--- src/hw/rcsr_consts.svh ---
// Register offsets, field positions and reset values of the regulator register bank
`ifndef RCSR_CONSTS_SVH
`define RCSR_CONSTS_SVH

// ----------------------------------------------------------------------
// Register offsets
// ----------------------------------------------------------------------
`define RCSR_ADDR_LIVE 8'h02
`define RCSR_ADDR_MODE 8'h03
`define RCSR_ADDR_VOLT_SEL 8'h04

// ----------------------------------------------------------------------
// Field positions
// ----------------------------------------------------------------------
`define RCSR_LIVE_UV_LOCK_BIT 4
`define RCSR_LIVE_OT_BIT 3
`define RCSR_LIVE_OC_BIT 2
`define RCSR_LIVE_STO_BIT 1
`define RCSR_LIVE_SHORT_BIT 0
`define RCSR_MODE_EN_BIT 1
`define RCSR_MODE_FPWM_BIT 0

// ----------------------------------------------------------------------
// Reset values and codes
// ----------------------------------------------------------------------
`define RCSR_MODE_RESET 2'h0
`define RCSR_VOLT_SEL_RESET 7'h7B
`define RCSR_LIVE_RESET 3'h0
`define RCSR_VOLT_SEL_MIN_CODE 7'h0F
`define RCSR_VOLT_SEL_MAX_CODE 7'h7B
`define RCSR_VOUT_NONE_MV 12'h000
`define RCSR_VOUT_BASE_MV 12'h258
`define RCSR_VOUT_STEP_MV 12'h019
`define RCSR_READ_ZERO 8'h00

`endif

--- src/hw/rcsr_pkg.sv ---
// Types shared by the regulator register bank modules
package rcsr_pkg;

   // Register selected by a host access
   typedef enum logic [1:0] {
      RCSR_SEL_NONE,
      RCSR_SEL_LIVE,
      RCSR_SEL_MODE,
      RCSR_SEL_VOLT
   } rcsr_sel_t;

   // Live flag vector: short, startup timeout, over-current (bit 0 upward)
   typedef logic [2:0] rcsr_live_t;

endpackage

--- src/hw/rcsr_fault_if.sv ---
// Fault-declared strobes and the captured live flags between the bank modules
`timescale 1ns/10ps
interface rcsr_fault_if;
   rcsr_pkg::rcsr_live_t declared;
   rcsr_pkg::rcsr_live_t live;

   modport capture (
      input declared,
      output live
   );

   modport bank (
      output declared,
      input live
   );
endinterface

--- src/hw/rcsr_regs.sv ---
// Regulator control and status register bank: live faults, mode and voltage select
`timescale 1ns/10ps
`include "rcsr_consts.svh"
module rcsr_regs (
   input wire logic clk,
   input wire logic srst,
   input wire logic [7:0] reg_addr,
   input wire logic reg_wr_en,
   input wire logic [7:0] reg_wr_data,
   input wire logic reg_rd_en,
   output logic [7:0] reg_rd_data,
   input wire logic oc_fault_declared,
   input wire logic startup_timeout_declared,
   input wire logic short_fault_declared,
   input wire logic undervoltage_lockout_cmp,
   input wire logic over_temp_cmp,
   output logic regulation_enable,
   output logic forced_fixed_frequency,
   output logic [6:0] output_voltage_select,
   output logic [11:0] vout_target_mv,
   output logic vout_code_reserved
);

   // ----------------------------------------------------------------------
   // Helpers
   // ----------------------------------------------------------------------
   function automatic rcsr_pkg::rcsr_sel_t rcsr_decode(input logic [7:0] addr);
      rcsr_pkg::rcsr_sel_t sel;
      if (addr == `RCSR_ADDR_LIVE)
      begin
         sel = rcsr_pkg::RCSR_SEL_LIVE;
      end
      else if (addr == `RCSR_ADDR_MODE)
      begin
         sel = rcsr_pkg::RCSR_SEL_MODE;
      end
      else if (addr == `RCSR_ADDR_VOLT_SEL)
      begin
         sel = rcsr_pkg::RCSR_SEL_VOLT;
      end
      else
      begin
         sel = rcsr_pkg::RCSR_SEL_NONE;
      end
      return sel;
   endfunction

   function automatic logic rcsr_code_reserved(input logic [6:0] code);
      return (code < `RCSR_VOLT_SEL_MIN_CODE) || (code > `RCSR_VOLT_SEL_MAX_CODE);
   endfunction

   // Reserved codes give 0 mV so the loop never sees a bogus target
   function automatic logic [11:0] rcsr_code_to_mv(input logic [6:0] code);
      logic [11:0] steps;
      logic [23:0] prod;
      steps = {5'h00, code} - {5'h00, `RCSR_VOLT_SEL_MIN_CODE};
      prod = steps * `RCSR_VOUT_STEP_MV;
      if (rcsr_code_reserved(code))
      begin
         return `RCSR_VOUT_NONE_MV;
      end
      return `RCSR_VOUT_BASE_MV + prod[11:0];
   endfunction

   // ----------------------------------------------------------------------
   // Live fault capture
   // ----------------------------------------------------------------------
   rcsr_fault_if fault_bus ();

   assign fault_bus.declared = {oc_fault_declared, startup_timeout_declared,
                                short_fault_declared};

   rcsr_live_capture u_live (
      .clk(clk),
      .srst(srst),
      .fault(fault_bus.capture)
   );

   // ----------------------------------------------------------------------
   // Control registers
   // ----------------------------------------------------------------------
   rcsr_pkg::rcsr_sel_t wr_sel;
   rcsr_pkg::rcsr_sel_t rd_sel;
   logic [1:0] mode_q;
   logic [1:0] mode_d;
   logic [6:0] volt_sel_q;
   logic [6:0] volt_sel_d;

   assign wr_sel = rcsr_decode(reg_addr);
   assign rd_sel = rcsr_decode(reg_addr);

   // Writes to the live register or to unmapped offsets are dropped
   always_comb
   begin
      mode_d = mode_q;
      volt_sel_d = volt_sel_q;
      if (reg_wr_en)
      begin
         if (wr_sel == rcsr_pkg::RCSR_SEL_MODE)
         begin
            mode_d = reg_wr_data[1:0];
         end
         else if (wr_sel == rcsr_pkg::RCSR_SEL_VOLT)
         begin
            volt_sel_d = reg_wr_data[6:0];
         end
      end
   end

   always_ff @(posedge clk)
   begin
      if (srst)
      begin
         mode_q <= `RCSR_MODE_RESET;
         volt_sel_q <= `RCSR_VOLT_SEL_RESET;
      end
      else
      begin
         mode_q <= mode_d;
         volt_sel_q <= volt_sel_d;
      end
   end

   assign regulation_enable = mode_q[`RCSR_MODE_EN_BIT];
   assign forced_fixed_frequency = mode_q[`RCSR_MODE_FPWM_BIT];
   assign output_voltage_select = volt_sel_q;

   // ----------------------------------------------------------------------
   // Voltage target decode
   // ----------------------------------------------------------------------
   logic [11:0] mv_q;
   logic [11:0] mv_d;
   logic rsv_q;
   logic rsv_d;

   // Registered so the target changes one cycle after the code, glitch free
   always_comb
   begin
      mv_d = rcsr_code_to_mv(volt_sel_q);
      rsv_d = rcsr_code_reserved(volt_sel_q);
   end

   always_ff @(posedge clk)
   begin
      if (srst)
      begin
         mv_q <= `RCSR_VOUT_NONE_MV;
         rsv_q <= 1'h0;
      end
      else
      begin
         mv_q <= mv_d;
         rsv_q <= rsv_d;
      end
   end

   assign vout_target_mv = mv_q;
   assign vout_code_reserved = rsv_q;

   // ----------------------------------------------------------------------
   // Live status word and read port
   // ----------------------------------------------------------------------
   logic [7:0] live_word;
   logic [7:0] rd_q;
   logic [7:0] rd_d;

   // Comparators are meaningless while shut down, so report fault then
   always_comb
   begin
      live_word = `RCSR_READ_ZERO;
      live_word[`RCSR_LIVE_UV_LOCK_BIT] = regulation_enable ? undervoltage_lockout_cmp
                                                         : 1'h1;
      live_word[`RCSR_LIVE_OT_BIT] = regulation_enable ? over_temp_cmp : 1'h1;
      live_word[`RCSR_LIVE_OC_BIT] = fault_bus.live[2];
      live_word[`RCSR_LIVE_STO_BIT] = fault_bus.live[1];
      live_word[`RCSR_LIVE_SHORT_BIT] = fault_bus.live[0];
   end

   // The read word holds until the next read; unmapped offsets read zero
   always_comb
   begin
      rd_d = rd_q;
      if (reg_rd_en)
      begin
         if (rd_sel == rcsr_pkg::RCSR_SEL_LIVE)
         begin
            rd_d = live_word;
         end
         else if (rd_sel == rcsr_pkg::RCSR_SEL_MODE)
         begin
            rd_d = {6'h00, mode_q};
         end
         else if (rd_sel == rcsr_pkg::RCSR_SEL_VOLT)
         begin
            rd_d = {1'h0, volt_sel_q};
         end
         else
         begin
            rd_d = `RCSR_READ_ZERO;
         end
      end
   end

   always_ff @(posedge clk)
   begin
      if (srst)
      begin
         rd_q <= `RCSR_READ_ZERO;
      end
      else
      begin
         rd_q <= rd_d;
      end
   end

   assign reg_rd_data = rd_q;

endmodule

--- src/hw/rcsr_live_capture.sv ---
// One-cycle capture of the fault-declared strobes into the live flags
`timescale 1ns/10ps
`include "rcsr_consts.svh"
module rcsr_live_capture (
   input wire logic clk,
   input wire logic srst,
   rcsr_fault_if.capture fault
);

   rcsr_pkg::rcsr_live_t live_q;
   rcsr_pkg::rcsr_live_t live_d;

   // ----------------------------------------------------------------------
   // Capture
   // ----------------------------------------------------------------------
   // A flag is 1 only in the cycle after its declaration strobe; with no new
   // strobe it falls back to 0 while the fault machine holds its fault state.
   always_comb
   begin
      live_d = fault.declared;
   end

   always_ff @(posedge clk)
   begin
      if (srst)
      begin
         live_q <= `RCSR_LIVE_RESET;
      end
      else
      begin
         live_q <= live_d;
      end
   end

   assign fault.live = live_q;

endmodule

--- config.mk ---
export PLATFORM = sky130hd
export DESIGN_NAME = rcsr_regs
export DESIGN_NICKNAME = d
export VERILOG_FILES = /design/src/hw/rcsr_pkg.sv /design/src/hw/rcsr_fault_if.sv /design/src/hw/rcsr_regs.sv /design/src/hw/rcsr_live_capture.sv
export VERILOG_INCLUDE_DIRS = /design/src /design/src/hw
export SDC_FILE = /design/constraint.sdc
export NUM_CORES = 1
export LEC_CHECK = 0
export ABC_AREA = 1
export BUFFER_PORTS_ARGS = -buffer_cell sky130_fd_sc_hd__buf_2
export CORE_MARGIN = 5
export CORE_UTILIZATION = 43
export CTS_CLUSTER_SIZE = 40
export DETAILED_ROUTE_END_ITERATION = 7
export HOLD_SLACK_MARGIN = 0.15
export PLACE_DENSITY = 0.67
export SYNTH_ARGS = -nofsm -noshare
export SYNTH_HDL_FRONTEND = slang
export SYNTH_SLANG_ARGS = --single-unit
export TNS_END_PERCENT = 100
--- constraint.sdc ---
create_clock -name clk -period 4.15 [get_ports clk]
set_input_delay 0.415 -clock clk [delete_from_list [all_inputs] [get_ports clk]]
set_output_delay 0.415 -clock clk [all_outputs]
set_load 0.05 [all_outputs]
==> Word level (Yosys, flattened, before mapping) <==
Cells that the tools add are included.
W data, S select, Z words.
{ "word_totals": {"regBits": 33, "wordCells": 32, "output_inout_bits": 30, "inputBits": 25} }
{ "op_classes": {"eq_ne": 6, "n_lt_le_gt_ge": 2, "mul": 1, "mux": 11, "reduce_logical": 3, "add_sub_neg": 2, "n_bitwise": 1} }
{ "ops": {"columns": ["operator", "count"], "rows": [
  ["$mux W12", 2],
  ["$mux W7", 3],
  ["$eq A8 B2 Y1 const B", 2],
  ["$add A10 B12 Y12 const A", 1],
  ["$mul A12 B5 Y12 const B", 1],
  ["$eq A8 B3 Y1 const B", 1],
  ["$sub A7 B4 Y8 const B", 1],
  ["$gt A7 B7 Y1 const B", 1],
  ["$lt A7 B4 Y1 const B", 1],
  ["$mux W2", 3],
  ["$eq A2 B2 Y1 const B", 2],
  ["$mux W1", 3],
  ["$reduce_and A3 Y1", 1],
  ["$eq A2 B1 Y1 const B", 1],
  ["$reduce_and A2 Y1", 1],
  ["$logic_or A1 B1 Y1", 1],
  ["$not A1 Y1", 1]
]} }

==> Depth between registers and ports, before layout <==
Gate-level depths: netlist of run 1.
{ "depth": {"depth_word": 8, "depth_mapped": 20, "depth_no_buf": 20} }

==> Cells and area by module <==
From an unflattened synthesis of run 1, not the netlist that was laid out.
{ "hier_totals": {"hier_cells": 278, "hier_area_um2": 2030.7} }
{ "by_module_without_submodules": {"columns": ["module", "cells_each", "seq_area_each_um2", "area_each_um2", "instances"], "rows": [
  ["rcsr_regs", 269, 580.6, 1948.1, 1],
  ["rcsr_live_capture", 9, 60.1, 82.6, 1]
]} }

==> Worst setup path after synthesis of run 1 <==
No wires, ideal clock.
{ "synth_path": {"path_kind": "register to register", "startpoint": "reg volt_sel_q[0] (netlist: output_voltage_select[0])", "endpoint": "reg mv_q[10] (netlist: vout_target_mv[10])", "path_buffers": 0, "setup_time_ns": 0.066, "synth_period_minus_slack_ns": 3.554, "t_arrival_ns": 3.488, "path_stages_with_launch": 14, "t_required_ns": 4.084, "setup_slack_ns": 0.596, "cell_sequence": "dfxtp_1 > ha_1 > nand3_2 > xnor2_1 > inv_1 > ha_1 > fa_1 > ha_1 > ha_1 > a21oi_1 > or2_2 > nand3_1 > nand2_1 > a21oi_2"} }
{ "synth_via": {"elab_chain_cells": 4, "word_cells_on_any_way": 8, "classes_between": "add/sub: 2; mul: 1; order compare: 2; mux: 2; reduce/logical: 1"} }
{ "synth_lines": {"columns": ["element", "line", "source"], "rows": [
  ["start, declared", "rcsr_regs.sv:86", "logic [6:0] volt_sel_q;"],
  ["start signal, assigned", "rcsr_regs.sv:115", "volt_sel_q <= `RCSR_VOLT_SEL_RESET;"],
  ["start signal, assigned", "rcsr_regs.sv:120", "volt_sel_q <= volt_sel_d;"],
  ["$sub A7 B4 Y8 (tied with other cells)", "rcsr_regs.sv:56", "steps = {5'h00, code} - {5'h00, `RCSR_VOLT_SEL_MIN_CODE};"],
  ["$mul A12 B5 Y12 (no source line) / $logic_or A1 B1 Y1 (equally long branches)", null, null],
  ["$add A10 B12 Y12 (no source line) / $mux W1 (equally long branches)", null, null],
  ["$mux W12 *", "rcsr_regs.sv:62", "return `RCSR_VOUT_BASE_MV + prod[11:0];"],
  ["end signal, assigned", "rcsr_regs.sv:147", "mv_q <= `RCSR_VOUT_NONE_MV;"],
  ["end signal, assigned", "rcsr_regs.sv:152", "mv_q <= mv_d;"],
  ["end, declared", "rcsr_regs.sv:131", "logic [11:0] mv_q;"]
]} }
Every way passes the cells marked *; elsewhere a longest branch is shown, timed or not.
A chain may end at the register's enable or synchronous reset.

==> Worst setup path after layout of run 1 <==
Ends and elaborated chain as after synthesis.

==> impl_summary.log, run 1 <==
[metrics] synthesized instance count: 281
[metrics] Met1 Wirelength: between 1500 and 2000 um
[metrics] Yosys warning total: 0
[metrics] hold violation count in the final report: 0
[metrics] clock tree from TritonCTS: yes
[metrics] routed wl met3: between 200 and 250 um
[metrics] Pins Over Slew Limit: 0
[metrics] Antenna Cells: 0
[metrics] antenna violations before repair: 0
[metrics] Std-Cell Core Area: ~4400 um^2
[metrics] post-CTS resize count: 0
[metrics] area of the mapped netlist: 1990 um^2
[metrics] Worst Hold Class: primary input to register
[metrics] setup violators final: 0
[metrics] post-detailed-placement cell area: between 2000 and 2500 um^2
[metrics] drt drc: 0
[metrics] count of buffers inserted at the top-level ports: 52
[metrics] Routed wire per std cell: 10.6 um
[metrics] placer congestion estimate: 0.830
[metrics] NumNets Final: 385
[metrics] final instance area: about 2400 um^2
[metrics] vias in the first global route: 1,771
[metrics] first-pass GRT wire length: 7220 um
[metrics] leakage power total: roughly 1.3 nW
[metrics] y dimension of the die: just under 80 um
[metrics] Reg2Reg Launch Point: output_voltage_select[0]
[metrics] maximum buffer depth of the clock tree: 2
[metrics] pin count of the biggest net entering global routing: 12
[metrics] RSZ-0062 raised after global routing: no
[metrics] share of Yosys cell area claimed by the top area cell type: 32.1%
[metrics] most frequently used flop master after synthesis: sky130_fd_sc_hd__dfxtp_1
[metrics] number of flops mapped to enable cells by yosys: 0
[metrics] hold-critical path depth: 3
[metrics] min Tclk post-route: 3.58 ns
[metrics] number of nets still failing antenna checks after routing: 0
[metrics] power per cell area: 266 nW/um^2
[metrics] result of the run: completed
[metrics] capturing instance or port of the critical path: vout_target_mv[10]
[metrics] post-synthesis register bit count: 32
[metrics] part of the cycle the worst path needs: 86.3%
[metrics] row count: 24
[metrics] crit path from: output_voltage_select[0]
[metrics] die footprint: slightly above 6000 um^2
[metrics] worst endpoint data arrival time: 3.80 ns
[metrics] Root Buffer: sky130_fd_sc_hd__clkbuf_8
[metrics] maximum resistive drop on vdd: 0.151 mV
[metrics] vias per cell: 4.72
[metrics] worst reg2reg path depth: 13
[metrics] global route total overflow: 0
[metrics] metal2 WL: 1940 um
[metrics] setup clock skew after layout: around 0.007 ns
[metrics] end of the worst register-to-register path: vout_target_mv[10]
[metrics] kind of critical path: register to register
[metrics] total of hold buffers inserted after clock tree synthesis: 0
[metrics] number of buffers added by the clock tree synthesis step: 5
[metrics] unique cell type count in the Yosys netlist: 29
[metrics] FMAX: 279 MHz
[metrics] vias after detailed routing: 1,825
[metrics] critical path capture point type: register
[metrics] top layer used by detailed routing: met4
[metrics] fraction of layout instances using a drive strength above 1: about 21%
[metrics] area growth from synthesis to layout: 18.5%
[metrics] setup TNS: 0 ns
[metrics] ranking of synthesized cells by area: sky130_fd_sc_hd__dfxtp_1 (32%), sky130_fd_sc_hd__ha_1 (13%), sky130_fd_sc_hd__nand2_1 (12%), sky130_fd_sc_hd__inv_1 (9.6%), sky130_fd_sc_hd__nor2_1 (6.0%)
[metrics] H-tree levels: 2
[metrics] top post-synthesis cells by count: sky130_fd_sc_hd__nand2_1 (62), sky130_fd_sc_hd__inv_1 (51), sky130_fd_sc_hd__dfxtp_1 (32), sky130_fd_sc_hd__nor2_1 (32), sky130_fd_sc_hd__ha_1 (21)
[metrics] overall track demand over capacity in global routing: 14.4%
[metrics] sum of routed wire length over all layers: 4110 um
[metrics] number of nets produced by synthesis: 331
[metrics] HPWL after detailed placement: 3380 um
[metrics] mean post-synth cell area: 7.09 um^2
[metrics] worst skew pair latency: 0.28 ns
[metrics] register-to-register setup slack: 0.57 ns
[metrics] Ports: 55
[metrics] number of buffers added for setup after CTS: 0
[metrics] most area-hungry cell type in the Yosys netlist: sky130_fd_sc_hd__dfxtp_1
[metrics] count of routing violations after the opening detailed-route iteration: 40
[metrics] final hold slack: 0.336 ns
[metrics] Detailed Routing Iterations Pass 1: 4
[metrics] most repeated cell in the gate-level netlist after synthesis: sky130_fd_sc_hd__nand2_1
[metrics] Max Fanout on Critical Path: 9
[metrics] sinks on the clock net: 32
[metrics] asr flop ratio synth: 0%
[metrics] Die Wd: around 78 um
[metrics] Seq/Total Area, Yosys: 32.1%
[metrics] required time of the critical path: 4.37 ns
[metrics] number of maximum-capacitance violations: 0
[metrics] critical path startpoint category: register
[metrics] Clock transition at path regs: 0.07 ns
[metrics] starting density of the core: 45.2%
-- routing by layer --
layer,track usage (%),vias up
met5,0,-
met4,7.43,0
met3,3.55,9
met2,24.4,46
met1,16.8,790
li1,-,980
-- worst min-delay path by stage --
stage	from	slack [ns]	end
floorplan	u_live.fault.live[2]	0.50	reg_rd_data[2]
global placement	mode_q[0]	0.45	mode_q[0]
detailed placement	mode_q[0]	0.46	mode_q[0]
CTS	oc_fault_declared	0.33	u_live.fault.live[2]
global route	short_fault_declared	0.33	u_live.fault.live[0]
finish	startup_timeout_declared	0.34	u_live.fault.live[1]
-- logic make-up (layout without fill, tap and decap cells) --
kind of cell,count (synthesis),after routing,synth area share [%]
simple gates,128,128,27.4
buf+inv,58,112,11.7
compound gates,33,33,9.67
flops,32,32,32.1
fa+ha+maj,25,25,17.2
xor+xnor,4,4,1.76
other cells,1,1,0.188
-- final cells by class --
class / instances / area, um^2
clock inverters: 1 / 5.00
multi-input cells: 191 / 1120
fillers: 423 / 2050
flip-flops and latches: 32 / 641
inverters: 53 / 199
repair buffers: 52 / 260
well taps: 52 / 65.1
clock buffers: 6 / 72.6
-- state kept, by name, summed over array words and instances (netlist names) --
register	flops
mode_q	2
vout_target_mv	12
output_voltage_select	7
u_live.fault.live	3
vout_code_reserved	1
reg_rd_data	7
-- per-stage QoR --
| step | total power [mW] | cells | setup WS, ns | util, % |
|---|---|---|---|---|
| 6_report | 0.629 | 387 | 0.569 | 53.5 |
| 3_3_place_gp | 0.414 | 380 | 0.668 | 51.8 |
| 5_1_grt | 0.659 | 387 | 0.268 | 53.5 |
| 2_1_floorplan | 0.391 | 281 | 0.596 | - |
| 3_5_place_dp | 0.414 | 380 | 0.582 | 51.8 |
| 4_1_cts | 0.638 | 387 | 0.554 | 53.5 |
-- placed cells by master, fill, tap and decap left out --
cell type and instances:
sky130_fd_sc_hd__xor2_1 2, sky130_fd_sc_hd__nand4_1 2, sky130_fd_sc_hd__nor3_1 4, sky130_fd_sc_hd__nand3_2 1, sky130_fd_sc_hd__nand3_1 19, sky130_fd_sc_hd__and2_1 1
sky130_fd_sc_hd__clkbuf_8 5, sky130_fd_sc_hd__o211ai_1 3, sky130_fd_sc_hd__a21oi_1 14, sky130_fd_sc_hd__ha_1 21, sky130_fd_sc_hd__fa_1 4, sky130_fd_sc_hd__nor2_4 1
sky130_fd_sc_hd__clkinv_2 1, sky130_fd_sc_hd__nand2_2 2, sky130_fd_sc_hd__nor2_1 32, sky130_fd_sc_hd__inv_1 51, sky130_fd_sc_hd__nand2_1 62, sky130_fd_sc_hd__o21bai_1 2
sky130_fd_sc_hd__buf_2 52, sky130_fd_sc_hd__inv_2 2, sky130_fd_sc_hd__o21ai_0 10, sky130_fd_sc_hd__or2_2 2, sky130_fd_sc_hd__a21oi_2 2, sky130_fd_sc_hd__clkbuf_1 1
sky130_fd_sc_hd__dfxtp_1 32, sky130_fd_sc_hd__a21o_2 1, sky130_fd_sc_hd__o21ai_2 1, sky130_fd_sc_hd__xnor2_1 2, sky130_fd_sc_hd__conb_1 1, sky130_fd_sc_hd__nor2_2 2
-- critical path, stage by stage (launching register included) --
cell	delay [ns]
sky130_fd_sc_hd__dfxtp_1	0.54
sky130_fd_sc_hd__ha_1	0.29
sky130_fd_sc_hd__nand3_2	0.13
sky130_fd_sc_hd__xnor2_1	0.30
sky130_fd_sc_hd__inv_1	0.14
sky130_fd_sc_hd__ha_1	0.34
sky130_fd_sc_hd__fa_1	0.47
sky130_fd_sc_hd__ha_1	0.31
sky130_fd_sc_hd__ha_1	0.37
sky130_fd_sc_hd__a21oi_1	0.10
sky130_fd_sc_hd__or2_2	0.29
sky130_fd_sc_hd__nand3_1	0.07
sky130_fd_sc_hd__nand2_1	0.06
sky130_fd_sc_hd__a21oi_2	0.10
-- power breakdown --
group	internal [mW]	switching [mW]	total, mW
Combinational	0.0263	0.0607	0.0871
Clock	0.114	0.108	0.222
Sequential	0.317	0.00298	0.320
No activity file was read; power rests on OpenSTA's default activity.
==> run 2, diff against run 1 <==
--- a/config.mk
+++ b/config.mk
@@ -13,7 +13,9 @@
 export CTS_CLUSTER_SIZE = 40
 export DETAILED_ROUTE_END_ITERATION = 7
 export HOLD_SLACK_MARGIN = 0.15
+export MAX_ROUTING_LAYER = met4
 export PLACE_DENSITY = 0.67
+export SLEW_MARGIN = 20
 export SYNTH_ARGS = -nofsm -noshare
 export SYNTH_HDL_FRONTEND = slang
 export SYNTH_SLANG_ARGS = --single-unit
==> impl_summary.log, run 2 (same netlist as run 1, synthesis figures left out) <==
[metrics] RSZ-0062 raised after global routing: no
[metrics] maximum buffer depth of the clock tree: 2
[metrics] FMAX: approximately 280 MHz
[metrics] maximum resistive drop on vdd: 0.150 mV
[metrics] setup violators final: 0
[metrics] Pins Over Slew Limit: 0
[metrics] crit path from: output_voltage_select[0]
[metrics] source of the worst hold timing path: startup_timeout_declared
[metrics] NumNets Final: roughly 390
[metrics] worst endpoint data arrival time: 3.80 ns
[metrics] hold-critical path depth: 3
[metrics] combined area of the multi-input logic cells: approximately 1100 um^2
[metrics] final instance area: 2360 um^2
[metrics] Max Fanout on Critical Path: 9
[metrics] Routed wire per std cell: 10.6 um
[metrics] power per cell area: between 200 and 300 nW/um^2
[metrics] final cell utilization of the core: 53.5%
[metrics] fraction of layout instances using a drive strength above 1: a little over a fifth
[metrics] Clock transition at path regs: 0.07 ns
[metrics] Final WS setup: 0.569 ns
[metrics] routed wl met3: about 230 um
[metrics] most common library cell in the layout ignoring fill and taps: sky130_fd_sc_hd__nand2_1
[metrics] post-CTS resize count: 0
[metrics] Detailed Routing Iterations Pass 1: 4
[metrics] Fill cells: roughly 420
[metrics] Root Buffer: sky130_fd_sc_hd__clkbuf_8
[metrics] end of the worst register-to-register path: vout_target_mv[10]
[metrics] sinks on the clock net: 32
[metrics] post-detailed-placement cell area: 2280 um^2
[metrics] y dimension of the die: 78.1 um
[metrics] setup clock skew after layout: between 0.006 and 0.007 ns
[metrics] top library cells by usage in the layout, fill and taps aside: sky130_fd_sc_hd__nand2_1 (62), sky130_fd_sc_hd__buf_2 (52), sky130_fd_sc_hd__inv_1 (51), sky130_fd_sc_hd__nor2_1 (32), sky130_fd_sc_hd__dfxtp_1 (32)
[metrics] vias in the first global route: 1,768
[metrics] HPWL after detailed placement: roughly 3400 um
[metrics] worst slack, placed: 0.582 ns
[metrics] count of routing violations after the opening detailed-route iteration: 42
[metrics] overall power: 0.628 mW
[metrics] die footprint: 6100 um^2
[metrics] global route total overflow: 0
[metrics] Ports: 55
[metrics] number of maximum-capacitance violations: 0
[metrics] Std-Cell Core Area: 4410 um^2
[metrics] metal2 WL: 1970 um
[metrics] critical path capture point type: register
[metrics] number of buffers added by the clock tree synthesis step: 5
[metrics] Reg2Reg Launch Point: output_voltage_select[0]
[metrics] first-pass GRT wire length: between 7000 and 8000 um
[metrics] worst reg2reg path depth: 13
[metrics] count of buffers inserted at the top-level ports: 52
[metrics] starting density of the core: 45.2%
[metrics] Worst Hold Class: primary input to register
[metrics] vias after detailed routing: 1,819
[metrics] number of nets still failing antenna checks after routing: 0
[metrics] critical path startpoint category: register
[metrics] drt drc: 0
[metrics] hold path endpoint: u_live.fault.live[1]
[metrics] number of buffers added for setup after CTS: 0
[metrics] required time of the critical path: about 4.4 ns
[metrics] max FFs per register: 12
[metrics] total of hold buffers inserted after clock tree synthesis: 0
[metrics] final hold slack: 0.338 ns
[metrics] pin count of the biggest net entering global routing: 12
[metrics] worst skew pair latency: 0.28 ns
[metrics] Die Wd: a little under 80 um
[metrics] placed cell count: 380
[metrics] row count: 24
[metrics] setup TNS: 0 ns
[metrics] register-to-register setup slack: 0.57 ns
[metrics] vias per cell: 4.70
[metrics] placer congestion estimate: 0.842
[metrics] sequential cell area: 641 um^2
[metrics] Met1 Wirelength: 1850 um
[metrics] clock tree from TritonCTS: yes
[metrics] sum of routed wire length over all layers: about 4100 um
[metrics] top layer used by detailed routing: met4
[metrics] part of the cycle the worst path needs: between 80% and 90%
[metrics] H-tree levels: 2
[metrics] min Tclk post-route: 3.58 ns
[metrics] kind of critical path: register to register
[metrics] overall track demand over capacity in global routing: 14.9%
[metrics] leakage power total: ~1.3 nW
[metrics] antenna violations before repair: 0
[metrics] area growth from synthesis to layout: 18.5%
[metrics] result of the run: completed
[metrics] hold violation count in the final report: 0
[metrics] Antenna Cells: 0
[metrics] filler-free cell count of the finished design: ~390
-- run 2: cell counts in the layout (fill, tap and decap cells not counted) --
No cell type changed its count.
-- run 2: final cells by class --
| type | count | area share [%] |
|---|---|---|
| Clock inverter | 1 | 0.212 |
| Timing Repair Buffer | 52 | 11.0 |
| Sequential cell | 32 | 27.1 |
| Tap cell | 52 | 2.75 |
| Multi-Input combinational cell | 191 | 47.4 |
| Inverter | 53 | 8.42 |
| Clock buffer | 6 | 3.07 |
-- run 2: worst max-delay path by stage --
stage	end	slack, ns
2_1_floorplan	vout_target_mv[10]	0.60
3_3_place_gp	vout_target_mv[10]	0.67
3_5_place_dp	vout_target_mv[10]	0.58
4_1_cts	vout_target_mv[10]	0.55
5_1_grt	vout_target_mv[10]	0.27
6_report	vout_target_mv[10]	0.57
-- run 2: power by group --
group / internal, mW / total (mW) / switching, mW
clock: 0.114 / 0.221 / 0.107
combinational: 0.0263 / 0.0871 / 0.0608
sequential: 0.317 / 0.320 / 0.00297
total: 0.457 / 0.628 / 0.171
-- run 2: worst max-delay path, stage by stage, from the launching register on --
cell                      delay [ns]
sky130_fd_sc_hd__dfxtp_1        0.54
sky130_fd_sc_hd__ha_1           0.29
sky130_fd_sc_hd__nand3_2        0.13
sky130_fd_sc_hd__xnor2_1        0.30
sky130_fd_sc_hd__inv_1          0.14
sky130_fd_sc_hd__ha_1           0.34
sky130_fd_sc_hd__fa_1           0.47
sky130_fd_sc_hd__ha_1           0.31
sky130_fd_sc_hd__ha_1           0.37
sky130_fd_sc_hd__a21oi_1        0.10
sky130_fd_sc_hd__or2_2          0.29
sky130_fd_sc_hd__nand3_1        0.07
sky130_fd_sc_hd__nand2_1        0.06
sky130_fd_sc_hd__a21oi_2        0.10
-- run 2: routing by layer --
layer / up-vias / global-route usage [%]
li1: 979 / -
met1: 789 / 17.1
met2: 44 / 24.4
met3: 7 / 3.09
met4: 0 / 7.43
met5: - / -
